$ cat config.mk
export PLATFORM = sky130hd
export DESIGN_NAME = instrument_primary_interface
export DESIGN_NICKNAME = d
export VERILOG_FILES = /design/src/logic/ipi_pkg.sv /design/src/logic/keypad_if.sv /design/src/logic/instrument_primary_interface.sv /design/src/logic/keypad_scan.sv
export VERILOG_INCLUDE_DIRS = /design/src /design/src/logic
export SDC_FILE = /design/constraint.sdc
export NUM_CORES = 1
export LEC_CHECK = 0
export ABC_AREA = 1
export CAP_MARGIN = 10
export CORE_MARGIN = 4
export CORE_UTILIZATION = 45
export DETAILED_ROUTE_END_ITERATION = 10
export DONT_BUFFER_PORTS = 1
export PLACE_DENSITY_LB_ADDON = 0.05
export SLEW_MARGIN = 20
export SYNTH_ARGS = -nofsm -noshare
export SYNTH_HDL_FRONTEND = slang
export SYNTH_SLANG_ARGS = --single-unit
$ cat constraint.sdc
create_clock -name I_CORE_CLK -period 1.67 [get_ports I_CORE_CLK]
set_input_delay 0.0835 -clock I_CORE_CLK [delete_from_list [all_inputs] [get_ports I_CORE_CLK]]
set_output_delay 0.0835 -clock I_CORE_CLK [all_outputs]
set_load 0.005 [all_outputs]
$ cat src/logic/ipi_defines.svh
// Constants for the instrument primary interface: register map, fields, resets and timing.
// Assumes a single 125 MHz core clock; every count below is in those clock cycles, except KEY_STEP_TICKS, which counts processor-rate enables.
`ifndef IPI_DEFINES_SVH
`define IPI_DEFINES_SVH

`define REG_STATUS       4'h0
`define REG_BUS_DATA     4'h1
`define REG_BUS_ADDR     4'h2
`define REG_DISPLAY      4'h3
`define REG_KEY          4'h4
`define REG_SER_DATA     4'h5
`define REG_CTRL         4'h6

`define ST_LISTEN        0
`define ST_TALK          1
`define ST_RX_FULL       2
`define ST_TX_FULL       3
`define ST_KEY_VALID     4
`define ST_SER_RX_VALID  5
`define ST_SER_TX_BUSY   6
`define ST_PWR_OK        7
`define CTRL_GATE        0
`define CTRL_SIG_MODE    1
`define CTRL_SKIP_TEST   2

`define ADDR_RESET       5'h05
`define ADDR_MAX         5'h1E
`define CMD_LISTEN_BASE  3'h1
`define CMD_TALK_BASE    3'h2
`define CMD_UNLISTEN     8'h3F
`define CMD_UNTALK       8'h5F

`define CORE_CLK_HZ      125000000
`define PROC_CLK_HZ      4000000
`define BUSCLK_HZ        1000000
`define PWRCLR_TIME_MS   110
`define SER_BAUD         9600
`define PROC_DIV         (`CORE_CLK_HZ / `PROC_CLK_HZ)
`define BUSCLK_DIV       (`CORE_CLK_HZ / `BUSCLK_HZ)
`define PWRCLR_CYCLES    ((`CORE_CLK_HZ / 1000) * `PWRCLR_TIME_MS)
`define SER_BAUD_CYCLES  (`CORE_CLK_HZ / `SER_BAUD)
`define KEY_STEP_TICKS   4000

`endif

$ cat src/logic/ipi_pkg.sv
// Types shared by the primary interface modules.
// Assumes the constants header is compiled alongside.
package ipi_pkg;
    typedef enum logic [1:0] {SH_IDLE = 2'b00, SH_WAIT_RFD = 2'b01, SH_DAV = 2'b11} src_state_t;
    typedef enum logic {AH_READY = 1'b0, AH_HOLD = 1'b1} acc_state_t;
    typedef logic [4:0] key_code_t;
endpackage

$ cat src/logic/keypad_if.sv
// Carrier between the keypad scanner and the primary interface top.
// Rows are driven low one at a time; columns read low when a key is down.
`timescale 1ns/1ps
`default_nettype none
interface keypad_if;
    import ipi_pkg::*;
    logic [3:0] row_n;
    logic [6:0] col_n;
    key_code_t  code;
    logic       strobe;
    modport scanner (output row_n, input col_n, output code, output strobe);
    modport user    (input row_n, output col_n, input code, input strobe);
endinterface
`default_nettype wire

$ cat src/logic/instrument_primary_interface.sv
// Earth-side primary interface: talker/listener port, display latch, keypad, serial link.
// Assumes registers are driven by a local processor port and bus pins are open drain.
//
// The register offsets and the strobed register port were chosen for this implementation.
`include "ipi_defines.svh"
`timescale 1ns/1ps
`default_nettype none
module instrument_primary_interface
    import ipi_pkg::*;
#(
    parameter int POWER_CLEAR_CYCLES = `PWRCLR_CYCLES,
    parameter int SER_BAUD_CYCLES    = `SER_BAUD_CYCLES,
    parameter int KEY_STEP_TICKS     = `KEY_STEP_TICKS
)(
    input  wire logic       I_CORE_CLK,
    input  wire logic       I_ARST_N,
    input  wire logic [3:0] I_REG_ADDR,
    input  wire logic [7:0] I_REG_WDATA,
    input  wire logic       I_REG_WR,
    input  wire logic       I_REG_RD,
    output logic      [7:0] O_REG_RDATA,
    input  wire logic [7:0] I_DIO_N,
    output logic      [7:0] O_DIO_N,
    output logic      [7:0] O_DIO_N_OE,
    input  wire logic       I_DAV_N,
    output logic            O_DAV_N,
    output logic            O_DAV_N_OE,
    input  wire logic       I_NRFD_N,
    output logic            O_NRFD_N,
    output logic            O_NRFD_N_OE,
    input  wire logic       I_NDAC_N,
    output logic            O_NDAC_N,
    output logic            O_NDAC_N_OE,
    input  wire logic       I_ATN_N,
    output logic      [7:0] O_DISPLAY,
    output logic      [3:0] O_KEY_ROW_N,
    input  wire logic [6:0] I_KEY_COL_N,
    output logic            O_PRIMARY_SERIAL_OUT,
    input  wire logic       I_PRIMARY_SERIAL_IN,
    output logic            O_PRIMARY_POWER_CLEAR,
    output logic            O_TEST_GATE_OUT,
    output logic            O_BUS_CTRL_CLOCK_OUT,
    input  wire logic       I_SIGNATURE_TEST_JUMPER,
    input  wire logic       I_SKIP_SELFTEST_JUMPER
);
    initial begin
        if (POWER_CLEAR_CYCLES < 1 || POWER_CLEAR_CYCLES > 16777215 ||
            SER_BAUD_CYCLES < 4 || SER_BAUD_CYCLES > 65535 ||
            KEY_STEP_TICKS < 1 || KEY_STEP_TICKS > 65535) begin
            $error("instrument_primary_interface: parameter out of range");
        end
    end

    // Power clear and the derived processor and bus-controller clocks.
    logic [23:0] pwr_cnt_q;
    logic        pwr_ok_q;
    logic [4:0]  proc_cnt_q;
    logic [6:0]  busclk_cnt_q;
    wire         proc_en  = (proc_cnt_q == 5'(`PROC_DIV - 1));
    wire         pwr_done = (pwr_cnt_q == 24'(POWER_CLEAR_CYCLES - 1));

    always_ff @(posedge I_CORE_CLK or negedge I_ARST_N) begin
        if (!I_ARST_N) begin
            pwr_cnt_q    <= 24'h000000;
            pwr_ok_q     <= 1'b0;
            proc_cnt_q   <= 5'h00;
            busclk_cnt_q <= 7'h00;
        end else begin
            if (!pwr_ok_q) begin
                pwr_cnt_q <= pwr_cnt_q + 24'h000001;
                pwr_ok_q  <= pwr_done;
            end
            proc_cnt_q   <= proc_en ? 5'h00 : proc_cnt_q + 5'h01;
            busclk_cnt_q <= (busclk_cnt_q == 7'(`BUSCLK_DIV - 1)) ? 7'h00 : busclk_cnt_q + 7'h01;
        end
    end
    assign O_PRIMARY_POWER_CLEAR = pwr_ok_q;
    assign O_BUS_CTRL_CLOCK_OUT  = (busclk_cnt_q < 7'(`BUSCLK_DIV / 2));

    // Jumper modes, caught once as power clear releases.
    logic sig_mode_q;
    logic skip_test_q;
    logic gate_req_q;
    always_ff @(posedge I_CORE_CLK or negedge I_ARST_N) begin
        if (!I_ARST_N) begin
            sig_mode_q  <= 1'b0;
            skip_test_q <= 1'b0;
        end else if (!pwr_ok_q && pwr_done) begin
            sig_mode_q  <= I_SIGNATURE_TEST_JUMPER;
            skip_test_q <= I_SKIP_SELFTEST_JUMPER;
        end
    end
    // The gate is the probe point of the normal position and also resets the bus controller.
    wire test_gate = !pwr_ok_q || sig_mode_q || gate_req_q;
    assign O_TEST_GATE_OUT = test_gate;

    // Register decode.
    wire wr_data = I_REG_WR && (I_REG_ADDR == `REG_BUS_DATA);
    wire wr_addr = I_REG_WR && (I_REG_ADDR == `REG_BUS_ADDR);
    wire wr_disp = I_REG_WR && (I_REG_ADDR == `REG_DISPLAY);
    wire wr_ser  = I_REG_WR && (I_REG_ADDR == `REG_SER_DATA);
    wire wr_ctrl = I_REG_WR && (I_REG_ADDR == `REG_CTRL);
    wire rd_data = I_REG_RD && (I_REG_ADDR == `REG_BUS_DATA);
    wire rd_key  = I_REG_RD && (I_REG_ADDR == `REG_KEY);
    wire rd_ser  = I_REG_RD && (I_REG_ADDR == `REG_SER_DATA);

    // Talker/listener handshake. Bus lines are true when low.
    src_state_t sh_q;
    acc_state_t ah_q;
    logic [4:0] addr_q;
    logic       listen_q;
    logic       talk_q;
    logic [7:0] rx_q;
    logic       rx_full_q;
    logic [7:0] tx_q;
    logic       tx_full_q;
    wire        atn      = !I_ATN_N;
    wire        dav      = !I_DAV_N;
    wire [7:0]  bus_byte = ~I_DIO_N;
    wire        accepts  = !test_gate && (atn || listen_q);
    wire        acc_rdy  = atn || !rx_full_q;
    wire        take     = accepts && (ah_q == AH_READY) && acc_rdy && dav;
    wire        is_lst   = (bus_byte[7:5] == `CMD_LISTEN_BASE);
    wire        is_tlk   = (bus_byte[7:5] == `CMD_TALK_BASE);
    wire        own_adr  = (bus_byte[4:0] == addr_q);
    wire        rx_set   = take && !atn;
    wire        tx_done  = (sh_q == SH_DAV) && I_NDAC_N;

    always_ff @(posedge I_CORE_CLK or negedge I_ARST_N) begin
        if (!I_ARST_N) begin
            ah_q     <= AH_READY;
            listen_q <= 1'b0;
            talk_q   <= 1'b0;
        end else if (test_gate) begin
            ah_q     <= AH_READY;
            listen_q <= 1'b0;
            talk_q   <= 1'b0;
        end else if (take) begin
            ah_q <= AH_HOLD;
            if (atn) begin
                // Addressing moves only roles; nothing here reaches addr_q.
                if (is_lst && own_adr) listen_q <= 1'b1;
                if (bus_byte == `CMD_UNLISTEN) listen_q <= 1'b0;
                if (is_tlk) talk_q <= own_adr;
                if (bus_byte == `CMD_UNTALK) talk_q <= 1'b0;
            end
        end else if (!dav || !accepts) begin
            ah_q <= AH_READY;
        end
    end

    always_ff @(posedge I_CORE_CLK or negedge I_ARST_N) begin
        if (!I_ARST_N) begin
            sh_q <= SH_IDLE;
        end else if (test_gate || atn || !talk_q) begin
            sh_q <= SH_IDLE;
        end else begin
            unique case (sh_q)
                SH_IDLE:     if (tx_full_q) sh_q <= SH_WAIT_RFD;
                SH_WAIT_RFD: if (I_NRFD_N) sh_q <= SH_DAV;
                SH_DAV:      if (I_NDAC_N) sh_q <= SH_IDLE;
                default:     sh_q <= SH_IDLE;
            endcase
        end
    end

    always_ff @(posedge I_CORE_CLK or negedge I_ARST_N) begin
        if (!I_ARST_N) begin
            rx_q      <= 8'h00;
            rx_full_q <= 1'b0;
            tx_q      <= 8'h00;
            tx_full_q <= 1'b0;
            addr_q    <= `ADDR_RESET;
        end else begin
            if (rx_set) rx_q <= bus_byte;
            rx_full_q <= rx_set || (rx_full_q && !rd_data);
            if (wr_data && !tx_full_q) tx_q <= I_REG_WDATA;
            tx_full_q <= (wr_data || tx_full_q) && !tx_done;
            // Only the local processor, after reading the secondary's stored value
            // or a keypad entry, writes the address; out-of-range values are dropped.
            if (wr_addr && I_REG_WDATA <= 8'(`ADDR_MAX)) addr_q <= I_REG_WDATA[4:0];
        end
    end

    assign O_DIO_N     = 8'h00;
    assign O_DIO_N_OE  = (sh_q != SH_IDLE) ? tx_q : 8'h00;
    assign O_DAV_N     = 1'b0;
    assign O_DAV_N_OE  = (sh_q == SH_DAV);
    assign O_NRFD_N    = 1'b0;
    assign O_NRFD_N_OE = accepts && ((ah_q == AH_HOLD) || !acc_rdy);
    assign O_NDAC_N    = 1'b0;
    assign O_NDAC_N_OE = accepts && (ah_q == AH_READY);

    // Display latch: follows the processor bus during its write strobe, then holds.
    logic [7:0] display_q;
    always_ff @(posedge I_CORE_CLK or negedge I_ARST_N) begin
        if (!I_ARST_N) begin
            display_q <= 8'h00;
            gate_req_q <= 1'b0;
        end else begin
            if (wr_disp) display_q <= I_REG_WDATA;
            if (wr_ctrl) gate_req_q <= I_REG_WDATA[`CTRL_GATE];
        end
    end
    assign O_DISPLAY = display_q;

    // Keypad, stepped from the processor-rate enable.
    keypad_if kp ();
    logic [15:0] key_tick_q;
    logic        key_valid_q;
    key_code_t   key_q;
    wire         key_step = proc_en && (key_tick_q == 16'(KEY_STEP_TICKS - 1));
    assign O_KEY_ROW_N = kp.row_n;
    assign kp.col_n    = I_KEY_COL_N;

    keypad_scan u_scan (
        .i_clk    (I_CORE_CLK),
        .i_arst_n (I_ARST_N),
        .i_step_en(key_step),
        .kp       (kp.scanner)
    );

    always_ff @(posedge I_CORE_CLK or negedge I_ARST_N) begin
        if (!I_ARST_N) begin
            key_tick_q  <= 16'h0000;
            key_valid_q <= 1'b0;
            key_q       <= 5'h00;
        end else begin
            if (proc_en) key_tick_q <= key_step ? 16'h0000 : key_tick_q + 16'h0001;
            if (kp.strobe) key_q <= kp.code;
            key_valid_q <= kp.strobe || (key_valid_q && !rd_key);
        end
    end

    // Serial link to the secondary: 8N1, idle high, held idle during power clear and in signature mode.
    logic [15:0] stx_cnt_q;
    logic [3:0]  stx_bits_q;
    logic [9:0]  stx_sh_q;
    logic [15:0] srx_cnt_q;
    logic [3:0]  srx_bits_q;
    logic [7:0]  srx_sh_q;
    logic [7:0]  srx_q;
    logic        srx_valid_q;
    wire         stx_busy = (stx_bits_q != 4'h0);
    wire         stx_tick = (stx_cnt_q == 16'(SER_BAUD_CYCLES - 1));
    wire         srx_tick = (srx_cnt_q == 16'(SER_BAUD_CYCLES - 1));
    wire         srx_done = srx_tick && (srx_bits_q == 4'h1);
    wire         ser_gate = pwr_ok_q && !sig_mode_q;

    always_ff @(posedge I_CORE_CLK or negedge I_ARST_N) begin
        if (!I_ARST_N) begin
            stx_cnt_q  <= 16'h0000;
            stx_bits_q <= 4'h0;
            stx_sh_q   <= 10'h3FF;
        end else if (!ser_gate) begin
            stx_bits_q <= 4'h0;
            stx_sh_q   <= 10'h3FF;
        end else if (wr_ser && !stx_busy) begin
            stx_sh_q   <= {1'b1, I_REG_WDATA, 1'b0};
            stx_bits_q <= 4'hA;
            stx_cnt_q  <= 16'h0000;
        end else if (stx_busy) begin
            stx_cnt_q <= stx_tick ? 16'h0000 : stx_cnt_q + 16'h0001;
            if (stx_tick) begin
                stx_sh_q   <= {1'b1, stx_sh_q[9:1]};
                stx_bits_q <= stx_bits_q - 4'h1;
            end
        end
    end
    assign O_PRIMARY_SERIAL_OUT = stx_sh_q[0];

    always_ff @(posedge I_CORE_CLK or negedge I_ARST_N) begin
        if (!I_ARST_N) begin
            srx_cnt_q   <= 16'h0000;
            srx_bits_q  <= 4'h0;
            srx_sh_q    <= 8'h00;
            srx_q       <= 8'h00;
            srx_valid_q <= 1'b0;
        end else begin
            if (!ser_gate) begin
                srx_bits_q <= 4'h0;
            end else if (srx_bits_q == 4'h0) begin
                if (!I_PRIMARY_SERIAL_IN) begin
                    // Start half a bit in so data bits are sampled mid-cell.
                    srx_cnt_q  <= 16'(SER_BAUD_CYCLES / 2);
                    srx_bits_q <= 4'h9;
                end
            end else begin
                srx_cnt_q <= srx_tick ? 16'h0000 : srx_cnt_q + 16'h0001;
                if (srx_tick) begin
                    srx_bits_q <= srx_bits_q - 4'h1;
                    srx_sh_q   <= {I_PRIMARY_SERIAL_IN, srx_sh_q[7:1]};
                end
            end
            if (srx_done) srx_q <= {I_PRIMARY_SERIAL_IN, srx_sh_q[7:1]};
            srx_valid_q <= srx_done || (srx_valid_q && !rd_ser);
        end
    end

    // Read data stands in the cycle after the read strobe only.
    wire [7:0] status = {pwr_ok_q, stx_busy, srx_valid_q, key_valid_q,
                         tx_full_q, rx_full_q, talk_q, listen_q};
    wire [7:0] ctrl   = {5'h00, skip_test_q, sig_mode_q, gate_req_q};
    logic [7:0] rd_mux;
    always_comb begin
        unique case (I_REG_ADDR)
            `REG_STATUS:   rd_mux = status;
            `REG_BUS_DATA: rd_mux = rx_q;
            `REG_BUS_ADDR: rd_mux = {3'h0, addr_q};
            `REG_DISPLAY:  rd_mux = display_q;
            `REG_KEY:      rd_mux = {3'h0, key_q};
            `REG_SER_DATA: rd_mux = srx_q;
            `REG_CTRL:     rd_mux = ctrl;
            default:       rd_mux = 8'h00;
        endcase
    end
    logic [7:0] rdata_q;
    always_ff @(posedge I_CORE_CLK or negedge I_ARST_N) begin
        if (!I_ARST_N) begin
            rdata_q <= 8'h00;
        end else begin
            rdata_q <= I_REG_RD ? rd_mux : 8'h00;
        end
    end
    assign O_REG_RDATA = rdata_q;
endmodule
`default_nettype wire

$ cat src/logic/keypad_scan.sv
// Keypad row/column scanner with two-scan debounce.
// Assumes step_en is a one-cycle pulse; one row is examined per pulse.
`include "ipi_defines.svh"
`timescale 1ns/1ps
`default_nettype none
module keypad_scan
    import ipi_pkg::*;
(
    input  wire logic       i_clk,
    input  wire logic       i_arst_n,
    input  wire logic       i_step_en,
    keypad_if.scanner       kp
);
    logic [1:0] row_q;
    logic       hit_q;
    key_code_t  hit_code_q;
    logic       prev_hit_q;
    key_code_t  prev_code_q;
    logic       reported_q;
    key_code_t  code_q;
    logic       strobe_q;

    function automatic logic [2:0] first_low(input logic [6:0] c);
        first_low = 3'h0;
        for (int i = 6; i >= 0; i--) begin
            if (!c[i]) begin
                first_low = 3'(i);
            end
        end
    endfunction

    wire       col_hit   = ~&kp.col_n;
    wire       last_row  = (row_q == 2'h3);
    wire       scan_hit  = hit_q | col_hit;
    wire [4:0] scan_code = hit_q ? hit_code_q : {row_q, first_low(kp.col_n)};
    wire       same_key  = scan_hit && prev_hit_q && (scan_code == prev_code_q);

    assign kp.row_n  = ~(4'h1 << row_q);
    assign kp.code   = code_q;
    assign kp.strobe = strobe_q;

    always_ff @(posedge i_clk or negedge i_arst_n) begin
        if (!i_arst_n) begin
            row_q       <= 2'h0;
            hit_q       <= 1'b0;
            hit_code_q  <= 5'h00;
            prev_hit_q  <= 1'b0;
            prev_code_q <= 5'h00;
            reported_q  <= 1'b0;
            code_q      <= 5'h00;
            strobe_q    <= 1'b0;
        end else begin
            strobe_q <= 1'b0;
            if (i_step_en) begin
                row_q <= row_q + 2'h1;
                if (last_row) begin
                    hit_q       <= 1'b0;
                    prev_hit_q  <= scan_hit;
                    prev_code_q <= scan_code;
                    // A held key is reported once; release rearms it.
                    reported_q  <= same_key;
                    if (same_key && !reported_q) begin
                        code_q   <= scan_code;
                        strobe_q <= 1'b1;
                    end
                end else if (col_hit && !hit_q) begin
                    hit_q      <= 1'b1;
                    hit_code_q <= {row_q, first_low(kp.col_n)};
                end
            end
        end
    end
endmodule
`default_nettype wire

==> metrics, run 1 <==
status=complete, but fails checks; violated checks=negative hold slack, negative setup slack; syn_area_per_cell=8.30 µm²; Max transition margin=0.561; final hold vios=192; pre-CTS setup slack=-167 ps; DP Area=0.0107 mm²; standard-cell row count=53; largest net degree at the start of global routing=193; Syn Std Cell Area=0.00982 mm²; commonest cells in the synthesized netlist=nand2_1, dfrtp_1, inv_1, nor2_1, o21ai_0; top cells by area, synth=dfrtp_1, nand2_1, inv_1, o21ai_0, nor2_1; htree depth=4; post-route ant nets=0; RSZ-0062 raised after global routing=true; top-count cell post-synth=nand2_1; skew final=11.4 ps; vias per std cell=5.07; Yosys reg bits=192; EDFF count, synth=0; final instance count without filler cells=1643; total grt overflow=0; HP Class=primary input to asynchronous set/reset pin; io pins=84; fin worst setup slack=-88.0 ps; IO buf count=0; crit path DAT=2120 ps; Via Count=8334; final WL=24100 µm; setup TNS=-736 ps; fin crit period=1760 ps; origin of the critical flop-to-flop path=proc_cnt_q[0]$_DFF_PN0_; Warnings, synthesis=0; Pwr Density=719 mW/mm²; share of the yosys chip area belonging to registers=0.491; post-DP HPWL=16200 µm; Core ar.=0.0212 mm²; drt initial violations=558; Syn-to-layout area delta=29.4%; Max FO, Critical Path=6; Tot GR Track Use=0.198; Num CTS Buffers=17; Worst Setup SP=proc_cnt_q[0]$_DFF_PN0_; most used cell, CP=nor2_4; CP Class=flip-flop to flip-flop; CP max-delay cell=dfrtp_1; leak pwr=0.00589 µW; Most used DFF post-synth=dfrtp_1; first-pass GRT wire length=39400 µm; drt first pass iters=6; final instance area=0.0127 mm²; CTS tree=yes; Largest stage delay, worst path=380 ps; Clock Root Buffer=clkbuf_16; Synth async-reset ratio=1.00; die span in x=156 µm; GPL Wtd Cong=0.827; Seq. cell area=0.00482 mm²; # placed instances=1529; maximum clock frequency=569 MHz; max-cap violations=0; Synth top area share=0.461; clk_lat worst skew=440 ps; final core occ=0.599; DR WL/cell=14.6 µm; startpoint types=flip-flop; area occupied by multi-input gates=0.00480 mm²; clock-pin slew on the worst setup and hold paths=70 ps; CTS max path bufs=2; Req. time, crit path=2030 ps; die height=156 µm; Mapped Cells=1183; Die Area=0.0242 mm²; Max Slew Vio Count=0; final critical-path share of the clock period=1.05; DRC Markers=0; initial antenna violation count=3; Least-Margin Pin Slew=657 ps; # fillers=1862; initial core utilization=0.463; number of clock sinks=192; vias in the first global route=8122; share of cells above drive strength 1=0.256; Yosys top cell by area=dfrtp_1; hold_ws=-659 ps; critical-path cell list=inv_1 -> ha_2 -> nand2_2 -> nor2_4 -> buf_4 -> buf_6 -> inv_4 -> nor2_4 -> nand2_4 -> nor2_4 -> nand2_2 -> nor3_2 -> xor2_1; Nets=1406; crit end category=flip-flop; post-synth cell types=54; maximum VDD drop=0.492 mV; # setup viols final=15
report_power, final:
group	internal, µW	total [µW]	switching [µW]
logic	133	285	152
clock network	2110	4040	1930
registers	4720	4810	88.3
total	6970	9130	2170
through the flow:
| stage | total power (µW) | hold slack (ps) |
|---|---|---|
| after floorplan | 5020 | -212 |
| after detailed placement | 5080 | -205 |
| after global routing | 9490 | -683 |
| after CTS | 9220 | -673 |
| after global placement | 5070 | -205 |
| final | 9130 | -659 |
final cells by class:
type	count	area share
sequential	192	0.379
timing repair inverter	1	0.000492
multi-input combinational	805	0.378
clock buffer	18	0.0338
timing repair buffer	168	0.118
inverter	167	0.0509
tap	275	0.0271
clock inverter	14	0.0120
antenna	3	0.000591
repair_timing:
item	in CTS	in global routing
pin swaps	20	59
hold endpoints to repair	245	194
setup buffers	10	23
gates cloned	0	4
setup endpoints to repair	29	101
gates resized for setup	30	152
hold buffers	40	3
final timing paths:
| check | cells past startpoint | slack, ps | to |
|---|---|---|---|
| hold reg to reg | 2 | 470 | stx_sh_q[7]$_DFFE_PN1P_ |
| max in group asynchronous | 0 | 1990 | stx_sh_q[0]$_DFFE_PN1P_ |
| min in group I_CORE_CLK | 2 | 0 | O_REG_RDATA[1]$_DFF_PN0_ |
| hold / removal | 0 | -660 | stx_cnt_q[6]$_DFFE_PN0P_ |
| setup / recovery | 13 | -90 | key_tick_q[15]$_DFFE_PN0N_ |
| setup reg to reg | 13 | -90 | key_tick_q[15]$_DFFE_PN0N_ |
flip-flops by register name, indices dropped and copies added (netlist names), 7 cells and up:
name and count:
srx_q 8, rx_q 8, key_tick_q 16, busclk_cnt_q 7, srx_cnt_q 16, O_DISPLAY 8, stx_cnt_q 16, stx_sh_q 9
pwr_cnt_q 24, tx_q 8, srx_sh_q 7, O_REG_RDATA 8
layout by cell type, fill, tap and decap left out, types with 14 or more instances in the layout:
cell type | Yosys | final
dlygate4sd3_1 | 0 | 43
nand2_2 | 6 | 32
nand3_1 | 56 | 45
dfrtp_1 | 181 | 179
a21oi_1 | 41 | 39
nor2_4 | 7 | 14
buf_4 | 13 | 107
inv_2 | 18 | 29
nand4_1 | 19 | 19
xor2_1 | 32 | 32
clkbuf_16 | 0 | 19
nand2_1 | 272 | 237
o21ai_1 | 35 | 39
nor2_1 | 98 | 84
nor2_2 | 9 | 16
o21ai_0 | 78 | 66
inv_1 | 147 | 132
nor3_1 | 33 | 21
per-layer routing:
layer,vias up,share of wire,GRT usage
met2,148,0.49,0.323
li1,4179,-,-
met5,-,0,0
met1,3980,0.46,0.270
met3,27,0.042,0.0466
met4,0,0.013,0.0459
worst max-delay path, delay by kind of cell, from the launching register on:
kind,cells,cell delay (ps)
adder cells (fa/ha/maj),1,160
flip-flops,1,380
XOR/XNOR,1,160
buffers and inverters,4,340
AND/OR/NAND/NOR,7,640
cell families (layout without fill, tap and decap cells):
kind of cell    Yosys count  in the layout  synth area share
mux                       2              2           0.00204
flops                   192            192             0.491
fa+ha+maj                16             16            0.0204
simple gates            528            528             0.246
xor+xnor                 45             45            0.0401
other cells               1             14          0.000382
buf+inv                 196            368            0.0827
compound gates          203            203             0.117
Power figures use the tool's default switching activity.
==> run 2, diff against run 1 <==
--- a/config.mk
+++ b/config.mk
@@ -12,6 +12,7 @@
 export CORE_UTILIZATION = 45
 export DETAILED_ROUTE_END_ITERATION = 10
 export DONT_BUFFER_PORTS = 1
+export MAX_ROUTING_LAYER = met4
 export PLACE_DENSITY_LB_ADDON = 0.05
 export SLEW_MARGIN = 20
 export SYNTH_ARGS = -nofsm -noshare
==> metrics, run 2 (synthesis results as in run 1) <==
Tot GR Track Use=0.204; setup TNS=-848 ps; max-cap violations=0; maximum clock frequency=565 MHz; fin worst setup slack=-98.6 ps; Die Area=0.0242 mm²; critical-path cell list=inv_1 -> ha_2 -> nand2_2 -> nor2_4 -> buf_4 -> buf_6 -> inv_4 -> nor2_4 -> nand2_4 -> nor2_4 -> nand2_2 -> nor3_2 -> xor2_1; Reg2Reg Setup Slack=-100 ps; grt met1 use=0.270; CTS tree=yes; total grt overflow=0; Via Count=8318; htree depth=4; final instance count without filler cells=1643; CP Class=flip-flop to flip-flop; vias per std cell=5.06; final critical-path share of the clock period=1.06; IO buf count=0; clk_lat worst skew=430 ps; origin of the critical flop-to-flop path=proc_cnt_q[0]$_DFF_PN0_; Reg2Reg Depth=13; commonest non-fill, non-tap cells in the layout=nand2_1, dfrtp_1, inv_1; post-route ant nets=0; Num CTS Buffers=17; final core occ=0.599; drt first pass iters=5; hold_ws=-656 ps; standard-cell row count=53; post-DP HPWL=16200 µm; status=complete, but fails checks; grt met2 use=0.323; leak pwr=0.00589 µW; share of cells above drive strength 1=0.256; largest net degree at the start of global routing=193; number of flip-flops under the largest register name=24; Top Usage Layer GRT=met2; most used cell, CP=nor2_4; violated checks=negative hold slack, negative setup slack; io pins=84; fin crit period=1770 ps; Max FO, Critical Path=6; crit path DAT=2120 ps; # placed instances=1529; met3 GRT Util=0.0463; DRC Markers=0; maximum VDD drop=0.490 mV; RSZ-0062 raised after global routing=true; crit end category=flip-flop; clock-pin slew on the worst setup and hold paths=70 ps; Reg with most FFs=pwr_cnt_q; number of clock sinks=192; Nets=1406; Pwr Density=719 mW/mm²; Syn-to-layout area delta=29.4%; GPL Wtd Cong=0.839; pre-CTS setup slack=-167 ps; die span in x=156 µm; # setup viols final=15; initial antenna violation count=3; HP Class=primary input to asynchronous set/reset pin; die height=156 µm; Req. time, crit path=2020 ps; Least-Margin Pin Slew=672 ps; vias in the first global route=8128; Clock Root Buffer=clkbuf_16; Core ar.=0.0212 mm²; Max Slew Vio Count=0; initial core utilization=0.463; CP max-delay cell=dfrtp_1; drt initial violations=493; most common cell after layout, fill and taps aside=nand2_1; Max transition margin=0.551; startpoint types=flip-flop; CTS max path bufs=2; R2R Path End=key_tick_q[15]$_DFFE_PN0N_; final hold vios=192; skew final=11.1 ps; first-pass GRT wire length=39400 µm; Largest stage delay, worst path=380 ps; final WL=24100 µm; DR WL/cell=14.7 µm
==> run 2: cell counts in the layout (fill, tap and decap cells not counted) <==
Identical to the previous run, type by type.
==> run 2: what timing repair did <==
| item | in CTS | in global routing |
|---|---|---|
| gates cloned | 0 | 4 |
| endpoints found under the setup margin | 29 | 101 |
| gates resized for setup | 30 | 152 |
| pin swaps | 20 | 59 |
| hold buffers | 40 | 3 |
| hold endpoints to repair | 245 | 194 |
| buffers inserted | 10 | 23 |
==> run 2: worst max path at each step <==
stage                         startpoint                       endpoint
2_1_floorplan  stx_bits_q[0]$_DFFE_PN0P_      stx_cnt_q[12]$_DFFE_PN0P_
3_3_place_gp     proc_cnt_q[0]$_DFF_PN0_  u_scan.kp.code[0]$_DFFE_PN0P_
3_5_place_dp     proc_cnt_q[0]$_DFF_PN0_  u_scan.kp.code[0]$_DFFE_PN0P_
4_1_cts          proc_cnt_q[0]$_DFF_PN0_  u_scan.kp.code[4]$_DFFE_PN0P_
5_1_grt          proc_cnt_q[0]$_DFF_PN0_  u_scan.kp.code[3]$_DFFE_PN0P_
6_report         proc_cnt_q[0]$_DFF_PN0_     key_tick_q[15]$_DFFE_PN0N_
==> run 2: through the flow <==
step           hold WS [ps]  cell area [µm²]  total power [µW]
6_report               -656            12700              9140
3_3_place_gp           -205            10700              5070
2_1_floorplan          -212             9850              5020
3_5_place_dp           -205            10700              5080
4_1_cts                -673            11900              9220
5_1_grt                -682            12700              9490
==> run 2: cell type report <==
type | instances | area (µm²)
clock buffers | 18 | 429
multi-input cells | 805 | 4800
inverters | 167 | 647
clock inverters | 14 | 153
repair buffers | 168 | 1500
diodes | 3 | 7.51
fillers | 1862 | 8520
repair inverters | 1 | 6.26
well taps | 275 | 344
flip-flops and latches | 192 | 4820
==> run 2: critical path, delay by kind of cell (launching register included) <==
kind	cells	cell delay, ps
fa+ha+maj	1	160
xor+xnor	1	160
simple gates	7	640
buf+inv	4	350
flops	1	380
==> run 2: report_power, final <==
part / total [µW] / internal, µW / switching, µW
combinational: 285 / 133 / 152
clock: 4040 / 2110 / 1930
sequential: 4810 / 4720 / 88.9
==> run 2: layer usage <==
metal  part of all wire  wire length (µm)  vias to the layer above
met1               0.46             11000                     3960
met5                  0                 0                        -
met4              0.013               317                        0
li1                   -                 -                     4183
met2               0.49             11700                      143
met3              0.043              1040                       32
